--- config.mk ---
export PLATFORM = sky130hd
export DESIGN_NAME = fast_eth_rx_symbol_decode
export DESIGN_NICKNAME = d
export VERILOG_FILES = /design/src/shared/rx_decode_pkg.sv /design/src/rtl/fast_eth_rx_symbol_decode.sv /design/src/rtl/rx_nibble_fifo.sv
export SDC_FILE = /design/constraint.sdc
export NUM_CORES = 1
export LEC_CHECK = 0
export ABC_AREA = 1
export CELL_PAD_IN_SITES_DETAIL_PLACEMENT = 1
export CELL_PAD_IN_SITES_GLOBAL_PLACEMENT = 1
export CORE_MARGIN = 8
export CORE_UTILIZATION = 52
export CTS_BUF_LIST = sky130_fd_sc_hd__clkbuf_4 sky130_fd_sc_hd__clkbuf_8 sky130_fd_sc_hd__clkbuf_16
export CTS_CLUSTER_SIZE = 25
export DETAILED_ROUTE_END_ITERATION = 12
export DONT_BUFFER_PORTS = 1
export PLACE_DENSITY = 0.85
export SYNTH_ARGS = -nofsm -noshare
export SYNTH_HDL_FRONTEND = slang
export SYNTH_SLANG_ARGS = --single-unit
--- constraint.sdc ---
create_clock -name i_mclk -period 8.7 [get_ports i_mclk]
set_clock_uncertainty 0.15 [all_clocks]
set_input_delay 0.87 -clock i_mclk [delete_from_list [all_inputs] [get_ports i_mclk]]
set_output_delay 0.87 -clock i_mclk [all_outputs]
set_load 0.005 [all_outputs]
--- src/shared/rx_decode_pkg.sv ---
// constants and lookup for the 100 Mb/s receive symbol decoder
package rx_decode_pkg;

    // code group geometry
    localparam int          GROUP_W      = 5;
    localparam int          NIBBLE_W     = 4;
    localparam int          HIST_W       = 15;
    localparam logic [2:0]  GROUP_LAST   = 3'h4;
    localparam logic [2:0]  GROUP_FIRST  = 3'h0;
    localparam logic [2:0]  GROUP_STEP   = 3'h1;

    // control code groups
    localparam logic [4:0]  CODE_IDLE    = 5'h1F;
    localparam logic [4:0]  CODE_START_1 = 5'h18;
    localparam logic [4:0]  CODE_START_2 = 5'h11;
    localparam logic [4:0]  CODE_END_1   = 5'h0D;
    localparam logic [4:0]  CODE_END_2   = 5'h07;

    // nibbles substituted by the decoder
    localparam logic [3:0]  NIB_PREAMBLE = 4'hA;
    localparam logic [3:0]  NIB_INV_DEF  = 4'h6;
    localparam logic [3:0]  NIB_INV_ALT  = 4'h5;

    // word carried through the fifo: {data valid, error, nibble}
    localparam int          WORD_W       = 6;
    localparam int          WORD_DV      = 5;
    localparam int          WORD_ER      = 4;
    localparam int          FIFO_DEPTH   = 16;
    localparam int          FIFO_MARGIN  = 3;

    // synchronised pin inputs, bit positions
    localparam int          SYNC_W       = 5;
    localparam int          SY_FULL_DPX  = 0;
    localparam int          SY_TX_ACT    = 1;
    localparam int          SY_RPT_PIN   = 2;
    localparam int          SY_RPT_CTRL  = 3;
    localparam int          SY_ALT_INV   = 4;

    // receive control states
    typedef enum logic [1:0] {
        ST_IDLE  = 2'b00,
        ST_DATA  = 2'b01,
        ST_END_1 = 2'b10
    } rx_state_e;

    // code group to {valid, nibble}
    function automatic logic [4:0] decode_group(input logic [4:0] grp);
        logic [4:0] res;
        res = 5'h00;
        unique case (grp)
            5'h1E: res = 5'h10;
            5'h09: res = 5'h11;
            5'h14: res = 5'h12;
            5'h15: res = 5'h13;
            5'h0A: res = 5'h14;
            5'h0B: res = 5'h15;
            5'h0E: res = 5'h16;
            5'h0F: res = 5'h17;
            5'h12: res = 5'h18;
            5'h13: res = 5'h19;
            5'h16: res = 5'h1A;
            5'h17: res = 5'h1B;
            5'h1A: res = 5'h1C;
            5'h1B: res = 5'h1D;
            5'h1C: res = 5'h1E;
            5'h1D: res = 5'h1F;
            default: res = 5'h00;
        endcase
        return res;
    endfunction

endpackage

--- src/rtl/fast_eth_rx_symbol_decode.sv ---
// 100 Mb/s receive symbol decoder with carrier sense and collision
`timescale 1ns/1ps
`default_nettype none

// Summary of operation
// - invalid groups give nibble 6 with error
// - alternate map bit gives nibble 5 instead
// - control groups inside data count as invalid
// - lookup table maps groups to nibbles
// - idle then start pair becomes preamble pair
// - decode whole packet until end pair or idle pair
// - half duplex collision on receive plus transmit
// - full duplex never asserts collision
// - two separated zeros in ten bits raise carrier
// - half duplex carrier on transmit or receive
// - full duplex carrier only on receive
// - idle pair drops carrier
// - repeater mode carrier from receive only
// - follow standard receive control sequence
// - idle group is 11111
// - first start group is 11000
// - second start group is 10001
// - end pair is 01101 then 00111
module fast_eth_rx_symbol_decode (
    input  wire logic       i_mclk,
    input  wire logic       i_reset_n,
    input  wire logic       i_rx_bit,
    input  wire logic       i_rx_bit_strobe,
    input  wire logic       i_full_duplex,
    input  wire logic       i_tx_active,
    input  wire logic       i_repeater_pin,
    input  wire logic       i_repeater_ctrl,
    input  wire logic       i_alt_invalid_map,
    input  wire logic       i_rx_ready,
    output logic            o_bit_ready,
    output logic [3:0]      o_rxd,
    output logic            o_rx_dv,
    output logic            o_rx_er,
    output logic            o_rx_valid,
    output logic            o_crs,
    output logic            o_col
);

    typedef struct packed {
        logic [rx_decode_pkg::SYNC_W-1:0]   sync1;
        logic [rx_decode_pkg::SYNC_W-1:0]   sync2;
        logic [rx_decode_pkg::HIST_W-1:0]   sh;
        rx_decode_pkg::rx_state_e           st;
        logic [2:0]                         bitcnt;
        logic                               prev_idle;
        logic                               carrier;
        logic                               pend_valid;
        logic [rx_decode_pkg::WORD_W-1:0]   pend_word;
        logic                               out_valid;
        logic [rx_decode_pkg::WORD_W-1:0]   out_word;
        logic                               bit_ready;
        logic                               crs;
        logic                               col;
    } rx_s;

    rx_s                                s;
    rx_s                                next_s;
    logic                               take;
    logic                               boundary;
    logic [rx_decode_pkg::HIST_W-1:0]   new_sh;
    logic [4:0]                         grp;
    logic [4:0]                         dec;
    logic [3:0]                         inv;
    logic                               fd;
    logic                               txa;
    logic                               rptr;
    logic                               push_valid;
    logic [rx_decode_pkg::WORD_W-1:0]   push_word;
    logic                               fifo_in_ready;
    logic                               fifo_af;
    logic                               fifo_out_valid;
    logic [rx_decode_pkg::WORD_W-1:0]   fifo_out_data;
    logic                               fifo_out_ready;

    // position of the valid flag in a lookup result
    localparam int NIBBLE_IDX = rx_decode_pkg::NIBBLE_W;

    // outputs straight from state flops
    assign o_bit_ready = s.bit_ready;
    assign o_rxd       = s.out_word[3:0];
    assign o_rx_dv     = s.out_word[rx_decode_pkg::WORD_DV];
    assign o_rx_er     = s.out_word[rx_decode_pkg::WORD_ER];
    assign o_rx_valid  = s.out_valid;
    assign o_crs       = s.crs;
    assign o_col       = s.col;

    assign fifo_out_ready = !s.out_valid || i_rx_ready;

    // decoded words buffered toward the mac side
    rx_nibble_fifo #(
        .WIDTH     (rx_decode_pkg::WORD_W),
        .DEPTH     (rx_decode_pkg::FIFO_DEPTH),
        .AF_MARGIN (rx_decode_pkg::FIFO_MARGIN)
    ) u_fifo (
        .i_mclk        (i_mclk),
        .i_reset_n     (i_reset_n),
        .i_in_valid    (push_valid),
        .i_in_data     (push_word),
        .o_in_ready    (fifo_in_ready),
        .o_almost_full (fifo_af),
        .o_out_valid   (fifo_out_valid),
        .o_out_data    (fifo_out_data),
        .i_out_ready   (fifo_out_ready)
    );

    // next state: sync, bit history, carrier, decode, output stage
    always_comb begin
        next_s     = s;
        push_valid = 1'b0;
        push_word  = '0;
        next_s.sync1 = {i_alt_invalid_map, i_repeater_ctrl, i_repeater_pin, i_tx_active, i_full_duplex};
        next_s.sync2 = s.sync1;
        fd   = s.sync2[rx_decode_pkg::SY_FULL_DPX];
        txa  = s.sync2[rx_decode_pkg::SY_TX_ACT];
        rptr = s.sync2[rx_decode_pkg::SY_RPT_PIN] || s.sync2[rx_decode_pkg::SY_RPT_CTRL];
        inv  = s.sync2[rx_decode_pkg::SY_ALT_INV] ? rx_decode_pkg::NIB_INV_ALT : rx_decode_pkg::NIB_INV_DEF;
        take     = i_rx_bit_strobe && s.bit_ready;
        new_sh   = {s.sh[rx_decode_pkg::HIST_W-2:0], i_rx_bit};
        grp      = new_sh[rx_decode_pkg::GROUP_W-1:0];
        dec      = rx_decode_pkg::decode_group(grp);
        boundary = take && (s.bitcnt == rx_decode_pkg::GROUP_LAST) && (s.st != rx_decode_pkg::ST_IDLE);
        // bit history and group position
        if (take) begin
            next_s.sh     = new_sh;
            next_s.bitcnt = (s.bitcnt == rx_decode_pkg::GROUP_LAST) ? rx_decode_pkg::GROUP_FIRST
                                                                   : s.bitcnt + rx_decode_pkg::GROUP_STEP;
            if (!s.carrier && !i_rx_bit && (new_sh[9:2] != 8'hFF)) begin
                next_s.carrier = 1'b1;
            end else if (new_sh[9:0] == {rx_decode_pkg::CODE_IDLE, rx_decode_pkg::CODE_IDLE}) begin
                next_s.carrier = 1'b0;
            end
        end
        // second word of a pair goes out one cycle later
        if (s.pend_valid) begin
            push_valid        = 1'b1;
            push_word         = s.pend_word;
            next_s.pend_valid = 1'b0;
        end
        unique case (s.st)
            rx_decode_pkg::ST_IDLE: begin
                if (take && new_sh == {rx_decode_pkg::CODE_IDLE, rx_decode_pkg::CODE_START_1,
                                       rx_decode_pkg::CODE_START_2}) begin
                    push_valid        = 1'b1;
                    push_word         = {1'b1, 1'b0, rx_decode_pkg::NIB_PREAMBLE};
                    next_s.pend_valid = 1'b1;
                    next_s.pend_word  = {1'b1, 1'b0, rx_decode_pkg::NIB_PREAMBLE};
                    next_s.st         = rx_decode_pkg::ST_DATA;
                    next_s.bitcnt     = rx_decode_pkg::GROUP_FIRST;
                    next_s.prev_idle  = 1'b0;
                end
            end
            rx_decode_pkg::ST_DATA: begin
                if (boundary) begin
                    next_s.prev_idle = (grp == rx_decode_pkg::CODE_IDLE);
                    if (s.prev_idle && grp == rx_decode_pkg::CODE_IDLE) begin
                        next_s.st = rx_decode_pkg::ST_IDLE;
                    end else if (grp == rx_decode_pkg::CODE_END_1) begin
                        next_s.st = rx_decode_pkg::ST_END_1;
                    end else if (dec[NIBBLE_IDX]) begin
                        push_valid = 1'b1;
                        push_word  = {1'b1, 1'b0, dec[3:0]};
                    end else begin
                        push_valid = 1'b1;
                        push_word  = {1'b1, 1'b1, inv};
                    end
                end
            end
            rx_decode_pkg::ST_END_1: begin
                if (boundary) begin
                    if (grp == rx_decode_pkg::CODE_END_2) begin
                        next_s.st = rx_decode_pkg::ST_IDLE;
                    end else begin
                        push_valid        = 1'b1;
                        push_word         = {1'b1, 1'b1, inv};
                        next_s.pend_valid = 1'b1;
                        next_s.pend_word  = dec[NIBBLE_IDX] ? {1'b1, 1'b0, dec[3:0]} : {1'b1, 1'b1, inv};
                        next_s.prev_idle  = (grp == rx_decode_pkg::CODE_IDLE);
                        next_s.st         = rx_decode_pkg::ST_DATA;
                    end
                end
            end
            default: begin
                next_s.st = rx_decode_pkg::ST_IDLE;
            end
        endcase
        // carrier and collision toward the mac
        next_s.crs = next_s.carrier || (txa && !fd && !rptr);
        next_s.col = !fd && s.carrier && txa;
        // stall the bit source before the fifo can overflow
        next_s.bit_ready = !fifo_af;
        // output register stage
        if (fifo_out_ready) begin
            next_s.out_valid = fifo_out_valid;
            if (fifo_out_valid) begin
                next_s.out_word = fifo_out_data;
            end
        end
    end

    // state register
    always_ff @(posedge i_mclk or negedge i_reset_n) begin
        if (!i_reset_n) begin
            s    <= '0;
            s.st <= rx_decode_pkg::ST_IDLE;
        end else begin
            s <= next_s;
        end
    end
endmodule // fast_eth_rx_symbol_decode

`default_nettype wire

--- src/rtl/rx_nibble_fifo.sv ---
// synchronous fifo for decoded receive words
`timescale 1ns/1ps
`default_nettype none

module rx_nibble_fifo #(
    parameter int WIDTH     = 6,
    parameter int DEPTH     = 16,
    parameter int AF_MARGIN = 3
) (
    input  wire logic             i_mclk,
    input  wire logic             i_reset_n,
    input  wire logic             i_in_valid,
    input  wire logic [WIDTH-1:0] i_in_data,
    output logic                  o_in_ready,
    output logic                  o_almost_full,
    output logic                  o_out_valid,
    output logic [WIDTH-1:0]      o_out_data,
    input  wire logic             i_out_ready
);

    localparam int PW = $clog2(DEPTH);
    localparam int CW = $clog2(DEPTH + 1);

    typedef struct packed {
        logic [DEPTH-1:0][WIDTH-1:0] mem;
        logic [PW-1:0]               wr;
        logic [PW-1:0]               rd;
        logic [CW-1:0]               count;
    } fifo_s;

    fifo_s s;
    fifo_s next_s;
    logic  do_wr;
    logic  do_rd;

    // flags straight from the fill count
    assign o_in_ready    = (s.count != CW'(DEPTH));
    assign o_out_valid   = (s.count != '0);
    assign o_out_data    = s.mem[s.rd];
    assign o_almost_full = (s.count >= CW'(DEPTH - AF_MARGIN));

    // pointer and storage update
    always_comb begin
        next_s = s;
        do_wr  = i_in_valid && o_in_ready;
        do_rd  = i_out_ready && o_out_valid;
        if (do_wr) begin
            next_s.mem[s.wr] = i_in_data;
            next_s.wr        = s.wr + PW'(1);
        end
        if (do_rd) begin
            next_s.rd = s.rd + PW'(1);
        end
        next_s.count = s.count + CW'(do_wr) - CW'(do_rd);
    end

    // state register
    always_ff @(posedge i_mclk or negedge i_reset_n) begin
        if (!i_reset_n) begin
            s <= '0;
        end else begin
            s <= next_s;
        end
    end

endmodule // rx_nibble_fifo

`default_nettype wire

# After elaboration in Yosys (flattened, before gate mapping)
# Memory sizes are Yosys's and may differ from the RTL's.
# Cells that the tools add are included.
[word_totals] regBits=157 romBits=160 inputBits=10 n_memories=1
[classes] add_sub_neg=5 n_lt_le_gt_ge=4 eq_ne=15 muxes=44 reduce_logical=32
[mem_list] memory="(name not given)" words=32 word_bits=5 read_ports=1 rd_clocked_by_memory_dff=0 wr=0 line_no="rx_decode_pkg.sv:50" source="unique case (grp)"
[op_table] op="96-bit bitwise mux" count=1
[op_table] op="6-bit two-way mux" count=10
[op_table] op="6-bit binary-select mux with 4-bit select" count=1
[op_table] op="6-bit demux with 4-bit select" count=1
[op_table] op="7-bit two-way mux" count=3
[op_table] op="6-bit case mux with 3 select lines" count=1
[op_table] op="15-bit == test (second input constant)" count=1
[op_table] op="1-bit logical AND" count=14
[op_table] op="1-bit two-way mux" count=14
[op_table] op="7-bit case mux with 2 select lines" count=1
[op_table] op="10-bit == test (second input constant)" count=1
[op_table] op="4-bit by 5-bit less-than comparator with 1-bit output (second input constant)" count=2
[op_table] op="2-bit two-way mux" count=5
[op_table] op="3-bit two-way mux" count=3
[op_table] op="4-bit by 1-bit adder with 4-bit output (second input constant)" count=2
[op_table] op="2-bit inequality test (second input constant)" count=4
[op_table] op="8-bit inequality test (second input constant)" count=1
[op_table] op="4-bit AND reduction" count=2
[op_table] op="1-bit zero test" count=6
[op_table] op="1-bit case mux with 3 select lines" count=2
[op_table] op="2-bit case mux with 3 select lines" count=1
[op_table] op="5-bit by 1-bit adder with 5-bit output" count=1
[op_table] op="5-bit by 3-bit == test with 1-bit output (second input constant)" count=1
[op_table] op="5-bit by 4-bit == test with 1-bit output (second input constant)" count=1
[op_table] op="18 further kinds" count=21

# Depth between registers and ports, before layout
# Gate-level depths: netlist (run 1).
[depth] word_depth=8 mapped_depth=17 ltp_nobuf=16

# By module
# A second synthesis (run 1) with hierarchy kept.
[hier_totals] hier_cells=1041 area_unflattened_um2=8414.3
[by_module_without_submodules] mod="rx_nibble_fifo" instances=1 cells_per_inst=728 area_per_inst_um2=5770.5
[by_module_without_submodules] mod="fast_eth_rx_symbol_decode" instances=1 cells_per_inst=313 area_per_inst_um2=2643.8

# Least setup slack after synthesis (run 1)
# Ideal clock, no wire load.
[synth_timing] kind="input-to-reg" start="in i_rx_bit" end="reg u_fifo.s[4] in the netlist's numbering" setup_time_ns=0.080 t_arrival_ns=2.925 slack_ns=5.545 stages=14 path_cell_list="nand3_1 nor2_2 nor2_2 nand2_4 nand4_4 nand2_8 buf_12 inv_4 ha_1 fa_1 a21oi_1 nor2_1 nor2_1 xnor2_1"
[synth_lines] element="from (decl)" line_no="fast_eth_rx_symbol_decode.sv:27" source="input wire logic i_rx_bit,"
[synth_lines] element="to (signal assigned)" line_no="rx_nibble_fifo.sv:62" source="s <= next_s;"
[synth_lines] element="to (decl)" line_no="rx_nibble_fifo.sv:31" source="fifo_s s;"

==> results of run 1 <==
## logic make-up (layout without fill, tap and decap cells)
group | after synthesis | in the layout | share of synthesized area [%]
AOI/OAI and AO/OA | 161 | 161 | 11.69
xor gates and xnor gates | 8 | 8 | 0.9462
adders and majority gates | 25 | 25 | 3.907
buffers and inverters | 130 | 128 | 6.699
DFF | 157 | 157 | 47.92
and+or+nand+nor | 533 | 533 | 28.84
## path summary, 6_finish.rpt
path | to
worst max-delay path | u_fifo.s[4]
min in group asynchronous | s[11]
worst min register to register | s[42]
worst min-delay path | s[42]
worst max register to register | u_fifo.s[4]
max in group asynchronous | u_fifo.s[50]
## layout make-up
type | count | share of cell area [%]
well taps | 216 | 3.047
inverters | 92 | 3.921
clock buffers | 18 | 4.951
flip-flops and latches | 157 | 44.29
repair buffers | 4 | 0.5642
multi-input cells | 727 | 41.95
clock inverters | 14 | 1.283
## synthesized netlist by cell type, types with 12 or more instances
cell and instances:
o21ai_0 81, nand2_1 334, dfrtp_1 157, o221ai_1 12
o21ai_1 15, ha_1 24, nor2_1 89, inv_1 80
nand3_1 66, a21oi_1 16, clkbuf_1 20, nor2_2 15
## sequential cells by signal (all words and copies together), names as in the netlist
signal and cells:
o_rx_er 1, o_col 1, o_rxd 4, fd 1, u_fifo.s 109, new_sh 10
s 18, o_bit_ready 1, grp 4, o_rx_dv 1, next_s 5, o_crs 1
o_rx_valid 1
## stage by stage
| stage | std cells | instance area (um2) | worst slack [ns] | utilization, % | hold slack (ns) |
|---|---|---|---|---|---|
| 6_report | 1228 | 8871 | 5.204 | 56.67 | 0.1999 |
| 3_3_place_gp | 1195 | 8290 | 4.829 | 52.96 | 0.1821 |
| 3_5_place_dp | 1195 | 8290 | 4.757 | 52.96 | 0.1871 |
| 5_1_grt | 1228 | 8871 | 4.890 | 56.67 | 0.2116 |
| 2_1_floorplan | 1014 | 8199 | 5.545 | - | 0.1812 |
| 4_1_cts | 1228 | 8871 | 5.167 | 56.67 | 0.2026 |
## power by group through the flow
| stage | Combinational, mW | Clock, mW | Sequential (mW) |
|---|---|---|---|
| detailed placement | 0.690 | 0 | 0.923 |
| global placement | 0.669 | 0 | 0.921 |
| CTS | 0.717 | 0.717 | 0.912 |
| finish | 0.710 | 0.708 | 0.912 |
| global route | 0.804 | 0.745 | 0.924 |
| floorplan | 0.535 | 0 | 0.871 |
## routing by layer
metal,GRT usage [%],routed length (um),vias to the layer above
met2,41.86,11660,154
met1,29.63,9871,3486
met4,10.46,615,0
met5,0,0,-
li1,-,-,3228
met3,4.671,925,44
==> results.sh, run 1 <==
export IMPL_p_per_area_nw_per_um2=262.7
export IMPL_p_leak_nw=4.488
export IMPL_drive_above_1_share_pct=8.893
export IMPL_final_cell_mix="nand2_1, dfrtp_1, nor2_1"
export IMPL_port_buffers=0
export IMPL_synth_edf_count=0
export IMPL_holdPathStages=0
export IMPL_drt_first_pass_iters=7
export IMPL_cp_cell_sequence="nand2_2, inv_2, nand3_1, nor2_2, nand2_4, nand4_4, nand2_8, inv_4, ha_1, fa_1, a21oi_1, nor2_1, nor2_1, xnor2_1"
export IMPL_dp_hpwl_um=15070
export IMPL_cts_sinks=157
export IMPL_antenna_cells=0
export IMPL_setup_viol=0
export IMPL_p_int_mw=1.414
export IMPL_wl_per_cell_um=18.79
export IMPL_htree_levels=4
export IMPL_clockRootBuffer="clkbuf_16"
export IMPL_p_switching_mw=0.9170
export IMPL_vdd_ir_drop_max_v=0.0001974
export IMPL_path_clk_slew_ns=0.07
export IMPL_power_frac_clock_pct=30.4
export IMPL_relSlewSlack_pct=33.54
export IMPL_cts_hold_buf=1
export IMPL_drt_iter0_markers=370
export IMPL_synth_warnings=0
export IMPL_wl_um=23080
export IMPL_outcome="completed"
export IMPL_p_sw_share_pct=39.34
export IMPL_r2r_start="o_bit_ready"
export IMPL_regArea_um2=3929
export IMPL_fin_nets=1034
export IMPL_areaGrowthSynthToFinish_pct=8.195
export IMPL_gp_congestion=0.8748
export IMPL_cp_num_cells=14
export IMPL_tightest_slew_ns=0.9939
export IMPL_final_hold_violation_count=0
export IMPL_synth_ff_type="dfrtp_1"
export IMPL_seq_power_share_pct=39.1
export IMPL_required_ns=8.91
export IMPL_cpPeakStageDelay_ns=0.42
export IMPL_cts_setup_buffers=0
export IMPL_final_max_slew_viol_count=0
export IMPL_crit_slowest_cell="nand2_8"
export IMPL_min_period_ns=3.496
export IMPL_reg2reg_slack_ns=5.20
export IMPL_fillerInstances=1930
export IMPL_coreArea_um2=15660
export IMPL_die_area_um2=20040
export IMPL_synth_avg_cell_area_um2=8.086
export IMPL_synth_top_area_cell="dfrtp_1"
export IMPL_crit_family="simple AND/OR/NAND/NOR gates"
export IMPL_max_freq_ghz=0.2860
export IMPL_via_count=6912
export IMPL_yosys_area_top_type_share_pct=47.92
export IMPL_multiInputGateArea_um2=3721
export IMPL_die_y_um=141.6
export IMPL_async_reset_ff_share_pct=100.0
export IMPL_ys_seq_elements=157
export IMPL_holdCritStartpoint="next_s[42]"
export IMPL_antenna_found_initial=0
export IMPL_rsz0062_at_grt="false"
export IMPL_overflow=0
export IMPL_ys_seq_area_share_pct=47.92
export IMPL_track_usage_pct=24.47
export IMPL_crit_path_frequent_cell="nor2_1"
export IMPL_grt_pass1_vias=7416
export IMPL_final_common_cell="nand2_1"
export IMPL_fin_crit_sh_pct=40.19
export IMPL_cp_arrival_ns=3.70
export IMPL_synth_area_um2=8199
export IMPL_pin_count=20
export IMPL_initial_utilization_pct=52.37
export IMPL_rr_worst_depth=14
export IMPL_maxCapViolations=0
export IMPL_power_mw=2.331
export IMPL_fin_setup_tns_ns=0
export IMPL_cts_buffer_depth=2
export IMPL_drt_vias_per_instance=5.629
export IMPL_grt_max_degree=158
export IMPL_cts_buffers=17
export IMPL_critPathLaunch="o_bit_ready"
export IMPL_num_rows=46
export IMPL_critPathLaunchType="register"
export IMPL_cts_tree="built"
export IMPL_clk_latency_ns=0.44
export IMPL_grt_first_pass_wirelength_um=38630
export IMPL_cp_num_buf_inv=2
export IMPL_ant_nets=0
export IMPL_syn_num_nets=1049
export IMPL_p_comb_share_pct=30.5
export IMPL_cts_resized=0
export IMPL_synth_area_leaders="dfrtp_1, nand2_1, o21ai_0"
export IMPL_dieWidth_um=141.6
export IMPL_drc=0
export IMPL_cp_max_fo=24
export IMPL_cp_end_kind="register"
export IMPL_postSynthCellCount=1014
export IMPL_synthDistinctLibCells=46
export IMPL_hold_path_class="reg2reg"
export IMPL_crit_type="reg2reg"
Note: power is estimated with default switching activity, not from simulation.
==> run 2, diff against run 1 <==
--- a/config.mk
+++ b/config.mk
@@ -9,12 +9,12 @@
 export CELL_PAD_IN_SITES_DETAIL_PLACEMENT = 1
 export CELL_PAD_IN_SITES_GLOBAL_PLACEMENT = 1
 export CORE_MARGIN = 8
-export CORE_UTILIZATION = 52
+export CORE_UTILIZATION = 44
 export CTS_BUF_LIST = sky130_fd_sc_hd__clkbuf_4 sky130_fd_sc_hd__clkbuf_8 sky130_fd_sc_hd__clkbuf_16
 export CTS_CLUSTER_SIZE = 25
 export DETAILED_ROUTE_END_ITERATION = 12
 export DONT_BUFFER_PORTS = 1
-export PLACE_DENSITY = 0.85
+export PLACE_DENSITY = 0.76
 export SYNTH_ARGS = -nofsm -noshare
 export SYNTH_HDL_FRONTEND = slang
 export SYNTH_SLANG_ARGS = --single-unit
==> constraint.sdc (replaced) <==
create_clock -name i_mclk -period 2.9 [get_ports i_mclk]
set_clock_uncertainty 0.15 [all_clocks]
set_input_delay 0.29 -clock i_mclk [delete_from_list [all_inputs] [get_ports i_mclk]]
set_output_delay 0.29 -clock i_mclk [all_outputs]
set_load 0.005 [all_outputs]
==> run 2 against run 1 <==
  * The run now ends with hold timing left
  * Global-route usage fell by 3.2 points
  * Critical path depth did not move
  * Wire length grew 2.4%
  * Largest power group unchanged
  * Count of clock-buffer cells in the layout up 1
  * Combinational power increased to 3.2 times the previous value
  * Register-to-register slack worse by 5.1 ns
==> results.sh, run 2 (same netlist as run 1, synthesis figures left out) <==
export IMPL_port_buffers=0
export IMPL_dp_cells=1230
export IMPL_violations="hold timing"
export IMPL_dp_hpwl_um=15500
export IMPL_drt_first_pass_iters=4
export IMPL_reg2reg_slack_ns=0.14
export IMPL_fin_nets=1057
export IMPL_pin_count=20
export IMPL_cts_hold_buf=7
export IMPL_min_period_ns=2.757
export IMPL_fillerInstances=2293
export IMPL_antenna_found_initial=0
export IMPL_setup_viol=0
export IMPL_ant_nets=0
export IMPL_required_ns=3.10
export IMPL_outcome="complete, but fails checks"
export IMPL_rsz0062_at_grt="false"
export IMPL_clockRootBuffer="clkbuf_16"
export IMPL_final_cell_mix="nand2_1, dfrtp_1, nor2_1"
export IMPL_cp_max_fo=7
export IMPL_cts_buffers=17
export IMPL_reg2reg_to="u_fifo.s[4]"
export IMPL_clk_latency_ns=0.43
export IMPL_cts_resized=0
export IMPL_drive_above_1_share_pct=10.82
export IMPL_hold_path_class="in2async"
export IMPL_track_usage_pct=21.24
export IMPL_coreArea_um2=18520
export IMPL_htree_levels=4
export IMPL_p_leak_nw=4.619
export IMPL_die_area_um2=23260
export IMPL_cts_sinks=157
export IMPL_die_y_um=152.5
export IMPL_cts_buffer_depth=2
export IMPL_multiInputGateArea_um2=3751
export IMPL_drc=0
export IMPL_via_count=6833
export IMPL_wl_per_cell_um=18.61
export IMPL_dieWidth_um=152.5
export IMPL_cp_end_kind="register"
export IMPL_areaGrowthSynthToFinish_pct=11.48
export IMPL_gp_congestion=0.8417
export IMPL_finalNonFillerCells=1269
export IMPL_fin_setup_tns_ns=0
export IMPL_final_max_slew_viol_count=0
export IMPL_max_freq_ghz=0.3627
export IMPL_r2r_start="s[23]"
export IMPL_rr_worst_depth=14
export IMPL_cts_setup_buffers=0
export IMPL_regArea_um2=3929
export IMPL_maxCapViolations=0
export IMPL_antenna_cells=0
export IMPL_largest_reg_flops=109
export IMPL_initial_utilization_pct=44.28
export IMPL_crit_type="reg2reg"
export IMPL_num_rows=50
export IMPL_wl_um=23620
export IMPL_drt_vias_per_instance=5.385
export IMPL_drt_iter0_markers=406
export IMPL_final_hold_violation_count=157
export IMPL_cts_tree="built"
export IMPL_p_per_area_nw_per_um2=789.3
export IMPL_tightest_slew_ns=1.054
export IMPL_final_common_cell="nand2_1"
export IMPL_largest_register="u_fifo.s"
export IMPL_grt_first_pass_wirelength_um=39370
export IMPL_cp_arrival_ns=2.95
export IMPL_grt_max_degree=158
export IMPL_grt_pass1_vias=7335
export IMPL_relSlewSlack_pct=29.54
export IMPL_vdd_ir_drop_max_v=0.0005828
export IMPL_power_mw=7.214
export IMPL_path_clk_slew_ns=0.07
export IMPL_critPathLaunchType="register"
export IMPL_fin_crit_sh_pct=95.07
export IMPL_worst_hold_slack_ns=-0.6004
export IMPL_overflow=0
[run 2: changes by cell type in the layout (fill, tap and decap cells not counted), sizes merged]
cell,previous run,this run
clkbuf,18,19
buf,4,20
dlygate4sd3,0,7
clkinvlp,6,4
inv,93,92
bufinv,0,2
[run 2: metrics by stage]
step | util [%] | setup slack, ns | hold WS [ns] | cell area [um2]
after CTS | 49.36 | 0.1397 | -0.6084 | 9140
after global routing | 49.36 | 0.006982 | -0.6174 | 9140
final | 49.36 | 0.1430 | -0.6004 | 9140
after global placement | 45.81 | 0.2692 | -0.1475 | 8483
after detailed placement | 45.81 | 0.1960 | -0.1469 | 8483
after floorplan | - | 0.008965 | -0.1556 | 8237
[run 2: area by class of cell]
class / instances / area share (%)
sequential: 157 / 42.98
clock inverter: 13 / 1.533
multi-input combinational: 727 / 41.04
inverter: 92 / 3.806
clock buffer: 19 / 4.887
tap: 234 / 3.203
timing repair buffer: 27 / 2.546
[run 2: power by group]
| group | switching, mW | internal (mW) |
|---|---|---|
| clock | 0.968 | 1.30 |
| sequential | 0.239 | 2.44 |
| combinational | 1.50 | 0.769 |
[run 2: worst max path at each step]
stage | from | endpoint | slack (ns)
2_1_floorplan | s[23] | u_fifo.s[4] | 0.009
3_3_place_gp | s[23] | u_fifo.s[4] | 0.27
3_5_place_dp | s[23] | u_fifo.s[4] | 0.20
4_1_cts | s[23] | u_fifo.s[4] | 0.14
5_1_grt | s[22] | u_fifo.s[4] | 0.007
6_report | s[23] | u_fifo.s[4] | 0.14
[run 2: critical path: stages, from the launching register on]
cell     delay (ns)
dfrtp_1        0.44
inv_2          0.09
ha_4           0.20
inv_2          0.06
nand2_1        0.10
o31ai_4        0.30
nand4_4        0.17
nand2_8        0.11
inv_4          0.05
ha_2           0.20
fa_2           0.35
a21oi_1        0.15
nor2_1         0.05
nor2_1         0.11
xnor2_1        0.14
[run 2: per-layer routing]
metal	global-route usage, %	share of wire, %	wire [um]
met1	27.00	46	10780
met2	36.28	49	11640
met3	3.885	3.1	731
met4	6.268	2.0	465
met5	0	0	0
==> run 3, diff against run 2 <==
--- a/config.mk
+++ b/config.mk
@@ -8,6 +8,7 @@
 export ABC_AREA = 1
 export CELL_PAD_IN_SITES_DETAIL_PLACEMENT = 1
 export CELL_PAD_IN_SITES_GLOBAL_PLACEMENT = 1
+export CORE_ASPECT_RATIO = 0.75
 export CORE_MARGIN = 8
 export CORE_UTILIZATION = 44
 export CTS_BUF_LIST = sky130_fd_sc_hd__clkbuf_4 sky130_fd_sc_hd__clkbuf_8 sky130_fd_sc_hd__clkbuf_16
==> run 3 against run 2 <==
  * The run still ends with hold timing left
  * Critical path depth unchanged
  * First-iteration DRC count increased by 17%
  * Cell area increased by 0.45%
  * Clock power increased by 3%
  * Final cell count increased by 1.0%
  * Largest cell class unchanged
  * Power increased by 0.34%
  * Register-to-register slack improved by 0.06 ns
  * Critical path type unchanged
  * Worst hold slack got worse by 0.0076 ns
  * Setup slack improved by 0.056 ns
  * Global-route usage decreased by 0.18 points
  * Sequential cell count unchanged
  * Count of clock-buffer cells in the layout decreased by 2
==> results.sh, run 3 (same netlist as run 1, synthesis figures left out) <==
export IMPL_ant_nets=0
export IMPL_clockRootBuffer="clkbuf_16"
export IMPL_critPathLaunchType="register"
export IMPL_via_count=6866
export IMPL_areaGrowthSynthToFinish_pct=11.98
export IMPL_clk_latency_ns=0.44
export IMPL_cts_hold_buf=7
export IMPL_cp_num_cells=14
export IMPL_min_period_ns=2.701
export IMPL_p_leak_nw=4.636
export IMPL_dp_cells=1242
export IMPL_dieWidth_um=173.6
export IMPL_port_buffers=0
export IMPL_gp_congestion=0.8124
export IMPL_drive_above_1_share_pct=11.01
export IMPL_cts_buffers=17
export IMPL_path_clk_slew_ns=0.08
export IMPL_cts_buffer_depth=2
export IMPL_fin_nets=1057
export IMPL_initial_utilization_pct=44.56
export IMPL_coreArea_um2=18400
export IMPL_rr_worst_depth=14
export IMPL_dp_hpwl_um=16010
export IMPL_worst_hold_slack_ns=-0.6080
export IMPL_fin_util_pct=49.90
export IMPL_largest_register="u_fifo.s"
export IMPL_cp_arrival_ns=2.91
export IMPL_num_rows=43
export IMPL_power_mw=7.239
export IMPL_antenna_found_initial=1
export IMPL_die_area_um2=23300
export IMPL_htree_levels=4
export IMPL_grt_max_degree=158
export IMPL_final_hold_violation_count=157
export IMPL_cts_sinks=157
export IMPL_die_y_um=134.2
export IMPL_outcome="complete, but fails checks"
export IMPL_track_usage_pct=21.06
export IMPL_max_freq_ghz=0.3702
export IMPL_crit_slowest_cell="dfrtp_1"
export IMPL_drt_iter0_markers=475
export IMPL_finalNonFillerCells=1282
export IMPL_final_common_cell="nand2_1"
export IMPL_drc=0
export IMPL_placed_area_um2=8479
export IMPL_final_max_slew_viol_count=0
export IMPL_drt_vias_per_instance=5.356
export IMPL_grt_pass1_vias=7084
export IMPL_fin_crit_sh_pct=93.15
export IMPL_crit_family="adder cells"
export IMPL_cp_num_buf_inv=3
export IMPL_wl_um=23970
export IMPL_final_cell_mix="nand2_1, dfrtp_1, nor2_1"
export IMPL_maxCapViolations=0
export IMPL_required_ns=3.11
export IMPL_cpPeakStageDelay_ns=0.41
export IMPL_antenna_cells=0
export IMPL_setup_viol=0
export IMPL_violations="hold timing"
export IMPL_pin_count=20
export IMPL_cts_tree="built"
export IMPL_cp_max_fo=8
export IMPL_cp_end_kind="register"
export IMPL_drt_first_pass_iters=5
export IMPL_fin_setup_tns_ns=0
export IMPL_vdd_ir_drop_max_v=0.0004945
export IMPL_hold_path_class="in2async"
export IMPL_crit_path_frequent_cell="nor2_1"
export IMPL_tightest_slew_ns=0.9845
export IMPL_overflow=0
export IMPL_final_cell_area_um2=9181
export IMPL_crit_type="reg2reg"
export IMPL_relSlewSlack_pct=34.17
export IMPL_cp_cell_sequence="inv_2, ha_4, inv_1, nand2_2, o31ai_4, nand4_4, nand2_8, inv_4, ha_2, fa_2, a21oi_1, nor2_1, nor2_1, xnor2_1"
export IMPL_p_per_area_nw_per_um2=788.4
export IMPL_wl_per_cell_um=18.70
export IMPL_grt_first_pass_wirelength_um=38990
export IMPL_largest_reg_flops=109
[run 3: cell count changes in the layout (fill, tap and decap cells not counted), sizes merged]
| cell | delta |
|---|---|
| clkbuf | -2 |
| bufinv | -1 |
| clkinvlp | -3 |
| inv | +6 |
[run 3: timing repair]
action                                 in CTS  in global routing
setup endpoints to repair                   0                  1
gates resized for setup                     0                  2
endpoints found under the hold margin     164                157
setup buffers                               0                  1
[run 3: path summary, 6_finish.rpt]
check | from | endpoint | slack [ns]
min in group i_mclk | i_rx_bit | s[18] | 0.04
max reg2reg | s[22] | u_fifo.s[4] | 0.20
min | i_reset_n | s[40] | -0.61
max | s[22] | u_fifo.s[4] | 0.20
min reg2reg | next_s[43] | s[43] | 0.20
max in group asynchronous | i_reset_n | u_fifo.s[88] | 2.93
[run 3: metal layers]
metal,global-route usage [%],share of wire [%]
met1,30.42,50
met2,31.12,42
met3,4.914,5.8
met4,5.637,1.2
met5,0,0.054
[run 3: where the power goes]
group          internal [mW]  switching (mW)
logic                  0.731            1.44
registers               2.43           0.299
clock network           1.25            1.09
[run 3: metrics by stage]
stage / hold slack (ns) / worst slack [ns]
final: -0.6080 / 0.1988
after global routing: -0.6305 / -0.002040
after CTS: -0.6282 / 0.1179
after detailed placement: -0.1509 / 0.1283
after global placement: -0.1508 / 0.2524
after floorplan: -0.1556 / 0.008965
[run 3: final cells by class]
type	instances	area (um2)
Multi-Input combinational cell	727	3756
Inverter	92	347.8
Clock buffer	17	425.4
Fill cell	2254	9219
Timing Repair Buffer	27	220.2
Sequential cell	157	3929
Tap cell	247	309.0
Clock inverter	15	193.9
[run 3: worst register-to-register path: cells and delay by family, from the launching register on]
family | cells | cell delay, ns
DFF | 1 | 0.41
buffers and inverters | 3 | 0.25
AOI/OAI and AO/OA | 2 | 0.41
and+or+nand+nor | 5 | 0.55
adders and majority gates | 3 | 0.75
xor gates and xnor gates | 1 | 0.12
